$ cat src/hdl/lfi_cfg.svh
//
// Behaviour
// [RL1] table values are unsigned ten bit
// [RL2] internal path fourteen bits, rounded
// [RL3] output sixteen bits, no rounding
// [RL4] straight-line interpolation, equal intervals, positive only
// [RL5] one-variable function within 120 microseconds
// [RL6] argument takes top fourteen bits after grant
// [RL7] instruction is flag plus ten bits
// [RL8] word meaning follows position in band
// [RL9] index 0-3 added to chosen addresses
// [RL10] table word is flag plus magnitude
// [RL11] nine points, curves, pages per variable
// [RL12] argument: sign, interval, increment
// [RL13] three argument registers X, Y, Z
// [RL14] negative argument forced to zero
// [RL15] argument address from address instruction
// [RL16] fixed sequence paced by memory grants; the code paces it by drum words and flags a late argument read
// [RL17] only data memory reads and writes
// [RL18] whole field of words every 0.1 s
// [RL19] interpolator waits behind main processing
// [RL20] four bands of eleven-bit words
// [RL21] lower point plus increment times difference
`ifndef LFI_CFG_SVH
`define LFI_CFG_SVH

// ==========================================================
// word formats
`define LFI_DRUM_W 11
`define LFI_FLAG_BIT 10
`define LFI_FIELD_W 10
`define LFI_MEM_W 24
`define LFI_ADDR_W 11
`define LFI_ARG_SIGN 23
`define LFI_ARG_MSB 22
`define LFI_ARG_LSB 10
`define LFI_RES_LSB 8
`define LFI_PT_PAD 4'h0

// ==========================================================
// control word fields
`define LFI_CW_NVAR_MSB 1
`define LFI_CW_EN_LSB 2
`define LFI_CW_EN_MSB 5
`define LFI_CW_IDX_LSB 6
`define LFI_CW_IDX_MSB 7

// ==========================================================
// table and timing
`define LFI_TBL_LAST 4'h8
`define LFI_FINAL_1 3'h0
`define LFI_FINAL_2 3'h4
`define LFI_FINAL_3 3'h6
`define LFI_CLK_MHZ 20
`define LFI_PROC_US 120
`define LFI_PROC_CYC (`LFI_PROC_US * `LFI_CLK_MHZ)
`define LFI_FIELD_WORDS 16344
`define LFI_BANDS 4

`endif

$ cat src/hdl/lfi_pkg.sv
// ==========================================================
// types of the interpolator
package lfi_pkg;
`include "lfi_cfg.svh"

    // band sequencer states
    typedef enum logic [2:0] {
        S_IDLE, S_ADDR, S_DATA, S_ANS, S_COMP, S_WRITE
    } lfi_state_type;

    // whole register state of the engine
    typedef struct packed {
        lfi_state_type state;
        logic [10:0] s1_word;
        logic [10:0] s2_word;
        logic s1_stb;
        logic s2_stb;
        logic stb_prev;
        logic [1:0] nvars;
        logic [3:0] idx_en;
        logic [1:0] idx_val;
        logic [1:0] acnt;
        logic [2:0][9:0] aaddr;
        logic [2:0] pend;
        logic [2:0][12:0] ax;
        logic [3:0] ci;
        logic [3:0] cj;
        logic [3:0] ck;
        logic [7:0][13:0] pts;
        logic [2:0] stage;
        logic [9:0] ans_addr;
        logic [15:0] interp_accumulator;
        logic [9:0] interp_multiplier_reg;
        logic [15:0] result_reg_first;
        logic [13:0] result_reg_second;
        logic mreq;
        logic mwe;
        logic [1:0] msel;
        logic [10:0] maddr;
        logic [23:0] mwdata;
        logic result_valid;
        logic exec_fail;
        logic field_tick;
        logic [13:0] wcnt;
        logic [11:0] pcnt;
    } lfi_state_struct_type;
endpackage

$ cat src/hdl/lfi_interp.sv
`timescale 1ns/1ps
`include "lfi_cfg.svh"
module lfi_interp import lfi_pkg::*; #(
    parameter int FIELD_WORDS = `LFI_FIELD_WORDS
) (
    // clock, reset and freeze
    input wire logic mclk,
    input wire logic rst_n,
    input wire logic ce,
    // drum band read heads
    input wire logic [10:0] drum_word,
    input wire logic drum_strobe,
    // shared data memory, second priority
    output logic mem_req,
    input wire logic mem_gnt,
    output logic mem_we,
    output logic [10:0] mem_addr,
    input wire logic [23:0] mem_rdata,
    output logic [23:0] mem_wdata,
    // status
    output logic result_valid,
    output logic exec_fail,
    output logic field_tick
);

    // ==========================================================
    // helpers

    // a + f*(b-a) in 16 bit units, truncated (no roundoff)
    function automatic logic [15:0] lfi_lerp(input logic [13:0] a,
        input logic [13:0] b, input logic [9:0] f);
        logic signed [14:0] d;
        logic signed [25:0] p;
        d = $signed({1'b0, b}) - $signed({1'b0, a});
        p = d * $signed({1'b0, f});
        lfi_lerp = {a, 2'h0} + p[23:8];
    endfunction

    // round 16 bit back to the 14 bit internal path
    function automatic logic [13:0] lfi_round(input logic [15:0] r);
        logic [16:0] t;
        t = {1'b0, r} + 17'h00002;
        lfi_round = t[15:2];
    endfunction

    // {point used, upper point} for a counter against an interval
    function automatic logic [1:0] lfi_hit(input logic [3:0] c,
        input logic [2:0] iv);
        logic [3:0] lo;
        lo = {1'b0, iv};
        lfi_hit = {(c == lo) || (c == lo + 4'h1), c == lo + 4'h1};
    endfunction

    // optional index counter offset on an address
    function automatic logic [9:0] lfi_index(input logic [9:0] a,
        input logic en, input logic [1:0] v);
        lfi_index = en ? a + {8'h00, v} : a;
    endfunction

    // ==========================================================
    // state

    lfi_state_struct_type st; // registered state
    lfi_state_struct_type nx; // next state
    logic word_evt; // new drum word, from synchronised strobe
    logic flag; // flag bit of the drum word
    logic [9:0] field; // ten bit part of the drum word
    logic [1:0] hx, hy, hz; // point hits per axis
    logic cap_hit; // data word is a needed corner point
    logic [2:0] cap_slot; // which corner it fills
    logic [12:0] rd_arg; // argument bits from the memory word
    logic [2:0] fin_stage; // last compute stage for this form

    assign word_evt = st.s2_stb && !st.stb_prev;
    assign flag = st.s2_word[`LFI_FLAG_BIT]; // see [RL7]
    assign field = st.s2_word[9:0];
    assign hx = lfi_hit(st.ci, st.ax[0][12:10]);
    assign hy = lfi_hit(st.cj, st.ax[1][12:10]);
    assign hz = lfi_hit(st.ck, st.ax[2][12:10]);
    assign cap_hit = hx[1] && hy[1] && hz[1]; // see [RL11]
    assign cap_slot = {hz[0], hy[0], hx[0]};
    assign rd_arg = mem_rdata[`LFI_ARG_MSB:`LFI_ARG_LSB]; // see [RL6]
    assign fin_stage = (st.nvars == 2'h1) ? `LFI_FINAL_1 :
        (st.nvars == 2'h2) ? `LFI_FINAL_2 : `LFI_FINAL_3;

    // ==========================================================
    // next state
    // one pass per function block; drum words cannot be stalled,
    // so a late argument is flagged rather than waited for
    always_comb begin
        logic last;
        logic [1:0] pi;
        logic [1:0] v;
        logic [15:0] r;
        last = 1'b0;
        pi = 2'h0;
        v = 2'h0;
        r = 16'h0000;
        nx = st;
        nx.result_valid = 1'b0;
        nx.field_tick = 1'b0;
        // two flops on the asynchronous drum heads
        nx.s1_word = drum_word;
        nx.s2_word = st.s1_word;
        nx.s1_stb = drum_strobe;
        nx.s2_stb = st.s1_stb;
        nx.stb_prev = st.s2_stb;
        // process time, saturating
        if (st.pcnt != 12'hFFF) begin
            nx.pcnt = st.pcnt + 12'h001;
        end

        // field word counter, four bands in turn
        if (word_evt) begin
            if (st.wcnt == 14'(FIELD_WORDS - 1)) begin
                nx.wcnt = 14'h0000; // see [RL18] [RL20]
                nx.field_tick = 1'b1;
            end else begin
                nx.wcnt = st.wcnt + 14'h0001;
            end
        end

        // memory port: finish the access in flight
        if (st.mreq && mem_gnt) begin // see [RL19]
            nx.mreq = 1'b0;
            if (!st.mwe) begin
                nx.pend[st.msel] = 1'b0;
                // negative argument becomes zero, sign dropped
                nx.ax[st.msel] = mem_rdata[`LFI_ARG_SIGN] ?
                    13'h0000 : rd_arg; // see [RL14] [RL12]
            end else begin
                nx.result_valid = 1'b1;
                nx.state = S_IDLE;
                if (st.nvars == 2'h1 && st.pcnt > 12'(`LFI_PROC_CYC))
                begin
                    nx.exec_fail = 1'b1; // see [RL5]
                end
            end
        end else if (!st.mreq && st.pend != 3'h0) begin
            // launch the lowest pending argument read
            v = st.pend[0] ? 2'h0 : st.pend[1] ? 2'h1 : 2'h2;
            nx.mreq = 1'b1;
            nx.mwe = 1'b0;
            nx.msel = v;
            nx.maddr = {1'b0, lfi_index(st.aaddr[v], st.idx_en[v],
                st.idx_val)}; // see [RL9] [RL15]
        end

        // band sequencer, word meaning set by position
        case (st.state)
            S_IDLE, S_ADDR, S_DATA, S_ANS: begin
                if (word_evt && flag) begin
                    // control word opens a block; any block cut short
                    // is reported as a failure
                    if (st.state != S_IDLE) begin
                        nx.exec_fail = 1'b1;
                    end else begin
                        nx.exec_fail = 1'b0;
                    end
                    nx.state = S_ADDR; // see [RL8]
                    nx.nvars = (field[1:0] == 2'h0) ? 2'h1 : field[1:0];
                    nx.idx_en = field[`LFI_CW_EN_MSB:`LFI_CW_EN_LSB];
                    nx.idx_val = field[`LFI_CW_IDX_MSB:`LFI_CW_IDX_LSB];
                    nx.acnt = 2'h0;
                    nx.pend = 3'h0;
                    nx.ax = '0; // unused axes sit at interval zero
                    nx.ci = 4'h0;
                    nx.cj = 4'h0;
                    nx.ck = 4'h0;
                    nx.pcnt = 12'h000;
                end else if (word_evt && st.state == S_ADDR) begin
                    // X, Y, Z argument address words
                    nx.aaddr[st.acnt] = field; // see [RL13] [RL15]
                    nx.pend[st.acnt] = 1'b1;
                    nx.acnt = st.acnt + 2'h1;
                    if (st.acnt + 2'h1 == st.nvars) begin
                        nx.state = S_DATA;
                    end
                end else if (word_evt && st.state == S_DATA) begin
                    // table words, magnitude positive
                    if (st.pend != 3'h0) begin
                        nx.exec_fail = 1'b1; // see [RL16]
                    end
                    if (cap_hit) begin
                        nx.pts[cap_slot] = {field, `LFI_PT_PAD};
                    end // see [RL1] [RL10]
                    last = st.ci == `LFI_TBL_LAST &&
                        (st.nvars < 2'h2 || st.cj == `LFI_TBL_LAST) &&
                        (st.nvars < 2'h3 || st.ck == `LFI_TBL_LAST);
                    if (last) begin
                        nx.state = S_ANS; // see [RL11]
                    end else if (st.ci != `LFI_TBL_LAST) begin
                        nx.ci = st.ci + 4'h1;
                    end else if (st.cj != `LFI_TBL_LAST) begin
                        nx.ci = 4'h0;
                        nx.cj = st.cj + 4'h1;
                    end else begin
                        nx.ci = 4'h0;
                        nx.cj = 4'h0;
                        nx.ck = st.ck + 4'h1;
                    end
                end else if (word_evt && st.state == S_ANS) begin
                    // answer address closes the band block
                    nx.ans_addr = lfi_index(field, st.idx_en[3],
                        st.idx_val); // see [RL9]
                    nx.stage = 3'h0;
                    nx.state = S_COMP;
                end
            end
            S_COMP: begin
                // one straight-line step per cycle: X pairs, then Y
                // pairs, then the Z pair
                if (st.stage < 3'h4) begin
                    pi = st.stage[1:0];
                    v = 2'h0;
                end else if (st.stage < 3'h6) begin
                    pi = 2'(st.stage - 3'h4);
                    v = 2'h1;
                end else begin
                    pi = 2'h0;
                    v = 2'h2;
                end
                r = lfi_lerp(st.pts[{pi, 1'b0}], st.pts[{pi, 1'b1}],
                    st.ax[v][9:0]); // see [RL21] [RL4]
                nx.interp_multiplier_reg = st.ax[v][9:0];
                nx.interp_accumulator = r;
                nx.result_reg_second = lfi_round(r); // see [RL2]
                nx.pts[pi] = lfi_round(r);
                if (st.stage == fin_stage) begin
                    // final value written unrounded
                    nx.result_reg_first = r; // see [RL3]
                    nx.mwdata = {r, 8'h00};
                    nx.state = S_WRITE;
                end else if (st.nvars == 2'h2 && st.stage == 3'h1) begin
                    nx.stage = 3'h4;
                end else begin
                    nx.stage = st.stage + 3'h1;
                end
            end
            S_WRITE: begin
                // a control word here finds the engine busy
                if (word_evt && flag) begin
                    nx.exec_fail = 1'b1;
                end
                if (!st.mreq && st.pend == 3'h0) begin
                    nx.mreq = 1'b1; // see [RL17]
                    nx.mwe = 1'b1;
                    nx.maddr = {1'b0, st.ans_addr};
                end
            end
            default: begin
                nx.state = S_IDLE;
            end
        endcase
    end

    // ==========================================================
    // state register, frozen while ce is low
    always_ff @(posedge mclk or negedge rst_n) begin
        if (!rst_n) begin
            st <= '0;
        end else if (ce) begin
            st <= nx;
        end
    end

    // ==========================================================
    // outputs
    assign mem_req = st.mreq;
    assign mem_we = st.mwe;
    assign mem_addr = st.maddr;
    assign mem_wdata = st.mwdata;
    assign result_valid = st.result_valid;
    assign exec_fail = st.exec_fail;
    assign field_tick = st.field_tick;

    // ==========================================================
    // checks
    // any axis: the zeroing must not depend on which argument is read
    chk_arg_neg_zero: assert property ( // see [RL14]
        @(posedge mclk) disable iff (!rst_n)
        ce && mem_gnt && st.mreq && !st.mwe && mem_rdata[`LFI_ARG_SIGN]
        |=> st.ax[$past(st.msel)] == 13'h0000)
        else $error("negative argument not zeroed");

    chk_arg_top_bits: assert property ( // see [RL6]
        @(posedge mclk) disable iff (!rst_n)
        ce && mem_gnt && st.mreq && !st.mwe && st.msel == 2'h1 &&
        !mem_rdata[`LFI_ARG_SIGN] |=> st.ax[1] == $past(rd_arg))
        else $error("argument bits not taken from word top");

    chk_req_held: assert property ( // see [RL19]
        @(posedge mclk) disable iff (!rst_n)
        st.mreq && !(ce && mem_gnt) |=> st.mreq && $stable(st.maddr))
        else $error("request dropped before grant");

    chk_write_result: assert property ( // see [RL3]
        @(posedge mclk) disable iff (!rst_n)
        st.mreq && st.mwe |-> mem_wdata[23:8] == st.result_reg_first &&
        mem_addr == {1'b0, st.ans_addr})
        else $error("written word differs from result");

    chk_field_wrap: assert property ( // see [RL18]
        @(posedge mclk) disable iff (!rst_n)
        ce && word_evt && st.wcnt == 14'(FIELD_WORDS - 1)
        |=> st.field_tick && st.wcnt == 14'h0000 ##1 !st.field_tick)
        else $error("field wrap wrong");

    chk_late_fail: assert property ( // see [RL5]
        @(posedge mclk) disable iff (!rst_n)
        ce && mem_gnt && st.mreq && st.mwe && st.nvars == 2'h1 &&
        st.pcnt > 12'(`LFI_PROC_CYC) |=> st.exec_fail && st.result_valid)
        else $error("late one-variable result not flagged");

    chk_stale_arg: assert property ( // see [RL16]
        @(posedge mclk) disable iff (!rst_n)
        ce && word_evt && !flag && st.state == S_DATA && st.pend != 3'h0
        |=> st.exec_fail)
        else $error("data before argument not flagged");

    chk_point_store: assert property ( // see [RL10]
        @(posedge mclk) disable iff (!rst_n)
        ce && word_evt && !flag && st.state == S_DATA && cap_hit &&
        cap_slot == 3'h0 |=> st.pts[0] == {$past(field), `LFI_PT_PAD})
        else $error("lower table point not captured");

    // a stretched pulse would be counted twice by the main program
    chk_result_pulse: assert property ( // see [RL17]
        @(posedge mclk) disable iff (!rst_n)
        ce && st.result_valid |=> !st.result_valid)
        else $error("result pulse longer than one cycle");

    chk_read_launch: assert property ( // see [RL16]
        @(posedge mclk) disable iff (!rst_n)
        ce && !st.mreq && st.pend[0] |=> st.mreq && !st.mwe &&
        st.msel == 2'h0)
        else $error("pending X argument read not launched");

    chk_final_write: assert property ( // see [RL3]
        @(posedge mclk) disable iff (!rst_n)
        ce && st.state == S_COMP && st.stage == fin_stage
        |=> st.state == S_WRITE && st.mwdata[7:0] == 8'h00)
        else $error("final stage did not stage the write");

    chk_write_launch: assert property ( // see [RL17]
        @(posedge mclk) disable iff (!rst_n)
        ce && st.state == S_WRITE && !st.mreq && st.pend == 3'h0
        |=> st.mreq && st.mwe)
        else $error("answer write not requested");

endmodule // lfi_interp

$ cat config.mk
export PLATFORM = sky130hd
export DESIGN_NAME = lfi_interp
export DESIGN_NICKNAME = d
export VERILOG_FILES = /design/src/hdl/lfi_pkg.sv /design/src/hdl/lfi_interp.sv
export VERILOG_INCLUDE_DIRS = /design/src /design/src/hdl
export SDC_FILE = /design/constraint.sdc
export NUM_CORES = 1
export LEC_CHECK = 0
export ABC_AREA = 0
export BUFFER_PORTS_ARGS = -buffer_cell sky130_fd_sc_hd__buf_2
export CORE_MARGIN = 5
export CORE_UTILIZATION = 40
export CTS_BUF_LIST = sky130_fd_sc_hd__clkbuf_8
export CTS_CLUSTER_SIZE = 14
export DETAILED_ROUTE_END_ITERATION = 10
export PLACE_DENSITY_LB_ADDON = 0.08
export SLEW_MARGIN = 20
export SYNTH_ARGS = -nofsm -noshare
export SYNTH_HDL_FRONTEND = slang
export SYNTH_SLANG_ARGS = --single-unit
$ cat constraint.sdc
create_clock -name mclk -period 14.32 [get_ports mclk]
set_input_delay 2.864 -clock mclk [delete_from_list [all_inputs] [get_ports mclk]]
set_output_delay 2.864 -clock mclk [all_outputs]
set_load 0.1 [all_outputs]
Yosys cells after proc, flatten, opt, wreduce, memory -nomap -nowiden:

Cells that the tools add are included.

* input port bits: 40
* flip-flop bits (word level): 307
* output and inout bits: 40
* logic and storage cells: 256

* eq/ne operators: 34
* add/subtract/negate cells: 16
* multiplexer cells: 95
* multipliers: 1
* magnitude comparators: 17
* reductions and logical operators: 46
* bitwise gates (word level): 7

Operator list (number)
* case mux 115 bit (2 select lines): 1
* bitwise mux 112 bit: 2
* two-way mux 137 bit: 1
* two-way mux 125 bit: 1
* two-way mux 124 bit: 1
* two-way mux 112 bit: 1
* two-way mux 14 bit: 6
* two-way mux 42 bit: 2
* two-way mux 12 bit: 5
* binary-select mux 14 bit (select 2 bit): 2
* two-way mux 54 bit: 1
* two-way mux 13 bit: 4
* two-way mux 10 bit: 5
* demux 14 bit (select 3 bit): 1
* bitwise mux 39 bit: 1
* two-way mux 3 bit: 13
* two-way mux 39 bit: 1
* two-way mux 35 bit: 1
* bitwise mux 30 bit: 1
* two-way mux 15 bit: 2
* two-way mux 2 bit: 15
* demux 14 bit (select 2 bit): 1
* binary-select mux 13 bit (select 2 bit): 1
* demux 13 bit (select 2 bit): 1
* other kinds (63): 146

Depth between registers and ports, before layout:

* depth in word-level cells: 12
* depth in mapped cells: 48
* depth with buffers taken out: 44

Worst setup path after synthesis:

Ideal clock, no wire load.

* kind: reg2reg
* start: register st[134] (netlist name)
* end: register st[192] (netlist name)
* data arrival time: 10.841 ns
* setup slack: 3.383 ns
* required time: 14.224 ns
* stages on the path, launching flop included: 44
* period minus slack after synthesis: 10.937 ns
* path through: dfrtp_1 buf_2 clkbuf_1 buf_1 clkbuf_1 mux2i_1 o21ai_0 ha_1 inv_1 a21o_1 a21o_1 a21oi_1 maj3_2 maj3_1 o21bai_2 a31oi_1 o21ai_0 or3b_1 [8 not listed] fa_1 inv_1 ha_1 a211oi_1 o21ai_1 a2111oi_4 a21oi_4 a21oi_1 o21bai_1 a21oi_1 xnor2_1 ha_1 or3_1 o211ai_1 xnor3_1 xnor2_2 xnor2_2 o32ai_2

* word-level cells in the longest chain between the ends: 12
* elaborated cells on any way between the ends: 26
* classes of those cells: 4 x add/sub; 1 x mul; 4 x order compare; 16 x mux; 1 x reduce/logical

RTL lines
* from (decl): RTL line lfi_interp.sv:63 `lfi_state_struct_type st;`
* from (signal assigned): RTL line lfi_interp.sv:263 `st <= nx;`
* < comparator 3 bit / subtractor 2 x 1 -> 2 bit (equally long branches): RTL line lfi_interp.sv:216, lfi_interp.sv:217
* two-way mux 2 bit: RTL line lfi_interp.sv:216 `end else if (st.stage < 3'h6) begin`
* two-way mux 2 bit: RTL line lfi_interp.sv:213 `if (st.stage < 3'h4) begin`
* two-way mux 2 bit: RTL line lfi_interp.sv:150 `case (st.state)`
* binary-select mux 14 bit (select 2 bit): RTL line lfi_interp.sv:223 `r = lfi_lerp(st.pts[{pi, 1'b0}], st.pts[{pi, 1'b1}],`
* two-way mux 14 bit (implied by the code): RTL line lfi_interp.sv:223
* subtractor 14 x 14 -> 15 bit: RTL line lfi_interp.sv:34 `d = $signed({1'b0, b}) - $signed({1'b0, a});`
* multiplier 15 x 11 -> 24 bit: RTL line lfi_interp.sv:35 `p = d * $signed({1'b0, f});`
* adder 16 bit: RTL line lfi_interp.sv:36 `lfi_lerp = {a, 2'h0} + p[23:8];`
* adder 16 x 2 -> 16 bit: RTL line lfi_interp.sv:42 `t = {1'b0, r} + 17'h00002;`
* bitwise mux 112 bit *: RTL line lfi_interp.sv:228 `nx.pts[pi] = lfi_round(r);`
* case mux 115 bit (2 select lines) *: RTL line lfi_interp.sv:150

Mark *: on every way between the ends. The rest lies on a longest branch, timed or not. The select of a mux whose other input is x is not followed.
A chain may end at the register's enable or synchronous reset.

Worst setup path in the final report:

* start: register st[135] (netlist name)
* end: register st[190] (netlist name)

The elaborated chain is that of the path after synthesis.

==> flow_metrics.py <==
metrics = {
    "outcome": {
        "status": "complete, no violations",
    },
    "detailed_routing": {
        "postRouteAntennaNets": 0,
        "wl_per_cell_um": 19.3,
        "first_iter_violations": 969,
        "viasPerCell": 5.35,
        "drt-total-wl_mm": 60.0,
        "drtPass1Iterations": 5,
        "drc": 0,
        "dr_total_vias": 16600,
    },
    "cells_and_area": {
        "postLayoutCellArea_um2": 23500,
        "syn_to_final_growth_pct": 8.90,
        "nets": 2647,
        "drive_gt1_frac": 0.107,
    },
    "placed_design": {
        "port_buffers": 61,
        "pre_cts_slack_ns": 2.26,
        "dp_hpwl_mm": 44.5,
        "routabilityCongestion": 0.859,
        "placed_cell_area_um2": 22400,
    },
    "yosys": {
        "ys.flop_type": "dfrtp_1",
        "ys_async_sr_fraction": 1.00,
        "synthCells": 2357,
        "yosysSeqAreaShare": 0.337,
        "synth-edff-count": 0,
        "ys_ff_latch": 291,
        "synth.distinct_cells": 89,
        "synth_area_leaders": "dfrtp_1 34%, fa_1 12%, ha_1 5.9%, nand2_1 5.4%, nor2_1 4.2%",
        "ys_top_cells_by_count": "309 x nand2_1, 291 x dfrtp_1, 244 x nor2_1",
        "synth_most_common_cell": "nand2_1",
        "syn_avg_cell_area_um2": 9.16,
        "ys_warn_count": 0,
        "syn_area_um2": 21600,
        "synth_top_cell_area_share": 0.337,
        "synth_top_cell_by_area": "dfrtp_1",
    },
    "setup_path": {
        "cp_common_cell": "fa_1",
        "crit_path_start_kind": "flop",
        "endpoint_kind": "flop",
        "critPathKind": "flop to flop",
        "reg2reg_depth": 39,
        "cp_slowest_cell": "xnor2_1",
        "worst_path_largest_cell_delay_ns": 0.91,
        "critPathMaxFanout": 24,
        "worstPathArrival_ns": 12.50,
        "critPathRequiredTime_ns": 14.78,
    },
    "cts": {
        "post_cts_buffers": 0,
        "clock_latency_ns": 0.61,
        "clkTransAtPathRegs_ns": 0.07,
        "clock-sinks": 291,
        "ctsResizeCount": 0,
        "cts_hold_buf": 0,
        "cts_made_buffers": 50,
        "htreeDepth": 2,
        "clk_path_buf_depth": 3,
        "cts_tree": "built",
        "cts-root-buf": "clkbuf_8",
    },
    "sta": {
        "period_needed_ns": 12.05,
        "rsz0062_at_grt": "false",
        "timing.final.ws_setup_ns": 2.27,
        "finClkSkew_ns": 0.0233,
        "setup_viol": 0,
        "slew_headroom": 0.214,
        "finalMaxSlewViolations": 0,
        "hold_viol": 0,
        "worstMarginPinSlew_ns": 1.17,
        "max_freq_mhz": 83.0,
        "fin_crit_sh": 0.841,
        "tns_ns": 0,
    },
    "floorplan": {
        "io_pins": 80,
        "rows": 85,
        "fp.coreArea_um2": 53700,
        "initial_utilization": 0.402,
        "die_w_um": 242,
        "fp.dieH_um": 242,
        "die-area_um2": 58700,
    },
    "hold_path": {
        "min_path_type": "flop to flop",
        "whs_path_depth": 2,
    },
    "global_route": {
        "gr-total-overflow": 0,
        "grt_first_pass_wirelength_mm": 96.4,
        "antenna_found_initial": 1,
        "grt_max_degree": 90,
        "grt_use_total": 0.203,
        "grt_pass1_vias": 17000,
    },
    "flow_run": {
        "drv_cap": 0,
    },
}
cell usage in the layout (no fill, tap or decap), types with 16 or more instances in the layout:
cell type  synthesis  routed
nor2b_1           37      37
mux2_2            65      65
nand2b_1          19      19
o22ai_1           18      18
nand2_1          309     309
nand3_1           54      54
dfrtp_1          291     290
buf_4             38      27
and2_1            16      16
xnor2_1           68      68
xor2_1            54      54
nand4_1           17      17
o221ai_1          26      26
inv_1            223     243
mux2i_1           69      69
a21oi_1          104     104
fa_1             132     132
a21o_1            20      20
nor3_1            19      18
buf_2              8      60
ha_1             102     102
clkbuf_8           0      60
nor2_1           244     243
o21ai_0          133     133
worst max-delay path, delay by kind of cell (launching register included):
kind            cells  cell delay (ns)
simple gates       10             2.23
flops               1             0.40
fa+ha+maj           9             3.92
buf+inv             5             0.64
xor+xnor            4             2.11
compound gates     11             2.57
stage by stage:
step	hold slack, ns	cells	utilization
after detailed placement	0.466	3017	0.417
after floorplan	0.442	2364	-
final	0.478	3112	0.438
after global placement	0.454	3017	0.417
after global routing	0.500	3112	0.438
after CTS	0.480	3111	0.438
cell type report:
class	count	area, um2
antenna	1	2.50
clock buffer	60	826
clock inverter	34	290
fill	5321	30200
inverter	226	848
multi-input combinational	1715	12900
sequential	291	7280
tap	696	871
timing repair buffer	89	529
state kept, by name, summed over array words and instances, names as in the netlist:
| name | count |
|---|---|
| mem_addr | 11 |
| st | 235 |
| flag | 1 |
| mem_req | 1 |
| exec_fail | 1 |
| field | 10 |
| field_tick | 1 |
| nx | 13 |
| result_valid | 1 |
| mem_we | 1 |
| mem_wdata | 16 |
per-layer routing:
layer	part of all wire	vias to the layer above	track usage
li1	-	7918	-
met1	0.45	8294	0.278
met2	0.49	340	0.344
met3	0.033	97	0.0217
met4	0.027	0	0.0561
met5	0	-	0
worst paths after layout:
kind                                          startpoint                       end  slack (ns)
worst min register to register  mem_wdata[8]$_DFFE_PN0P_  mem_wdata[8]$_DFFE_PN0P_        0.48
max in group asynchronous                          rst_n       st[266]$_DFFE_PN0P_       10.64
worst min-delay path            mem_wdata[8]$_DFFE_PN0P_  mem_wdata[8]$_DFFE_PN0P_        0.48
min in group asynchronous                          rst_n       nx[343]$_DFFE_PN0P_        2.27
worst max register to register       st[135]$_DFFE_PN0P_       st[190]$_DFFE_PN0P_        2.27
worst max-delay path                 st[135]$_DFFE_PN0P_       st[190]$_DFFE_PN0P_        2.27
logic make-up after synthesis:
group | Yosys count | synth area share
simple gates | 774 | 0.160
compound gates | 434 | 0.131
buf+inv | 358 | 0.0693
flops | 291 | 0.337
fa+ha+maj | 238 | 0.183
mux | 134 | 0.0659
xor+xnor | 127 | 0.0539
other cells | 1 | 0.000174
Power is left out: the tool's default activity adds up to more than one toggle a clock period on the data nets, which glitch-free logic cannot reach.
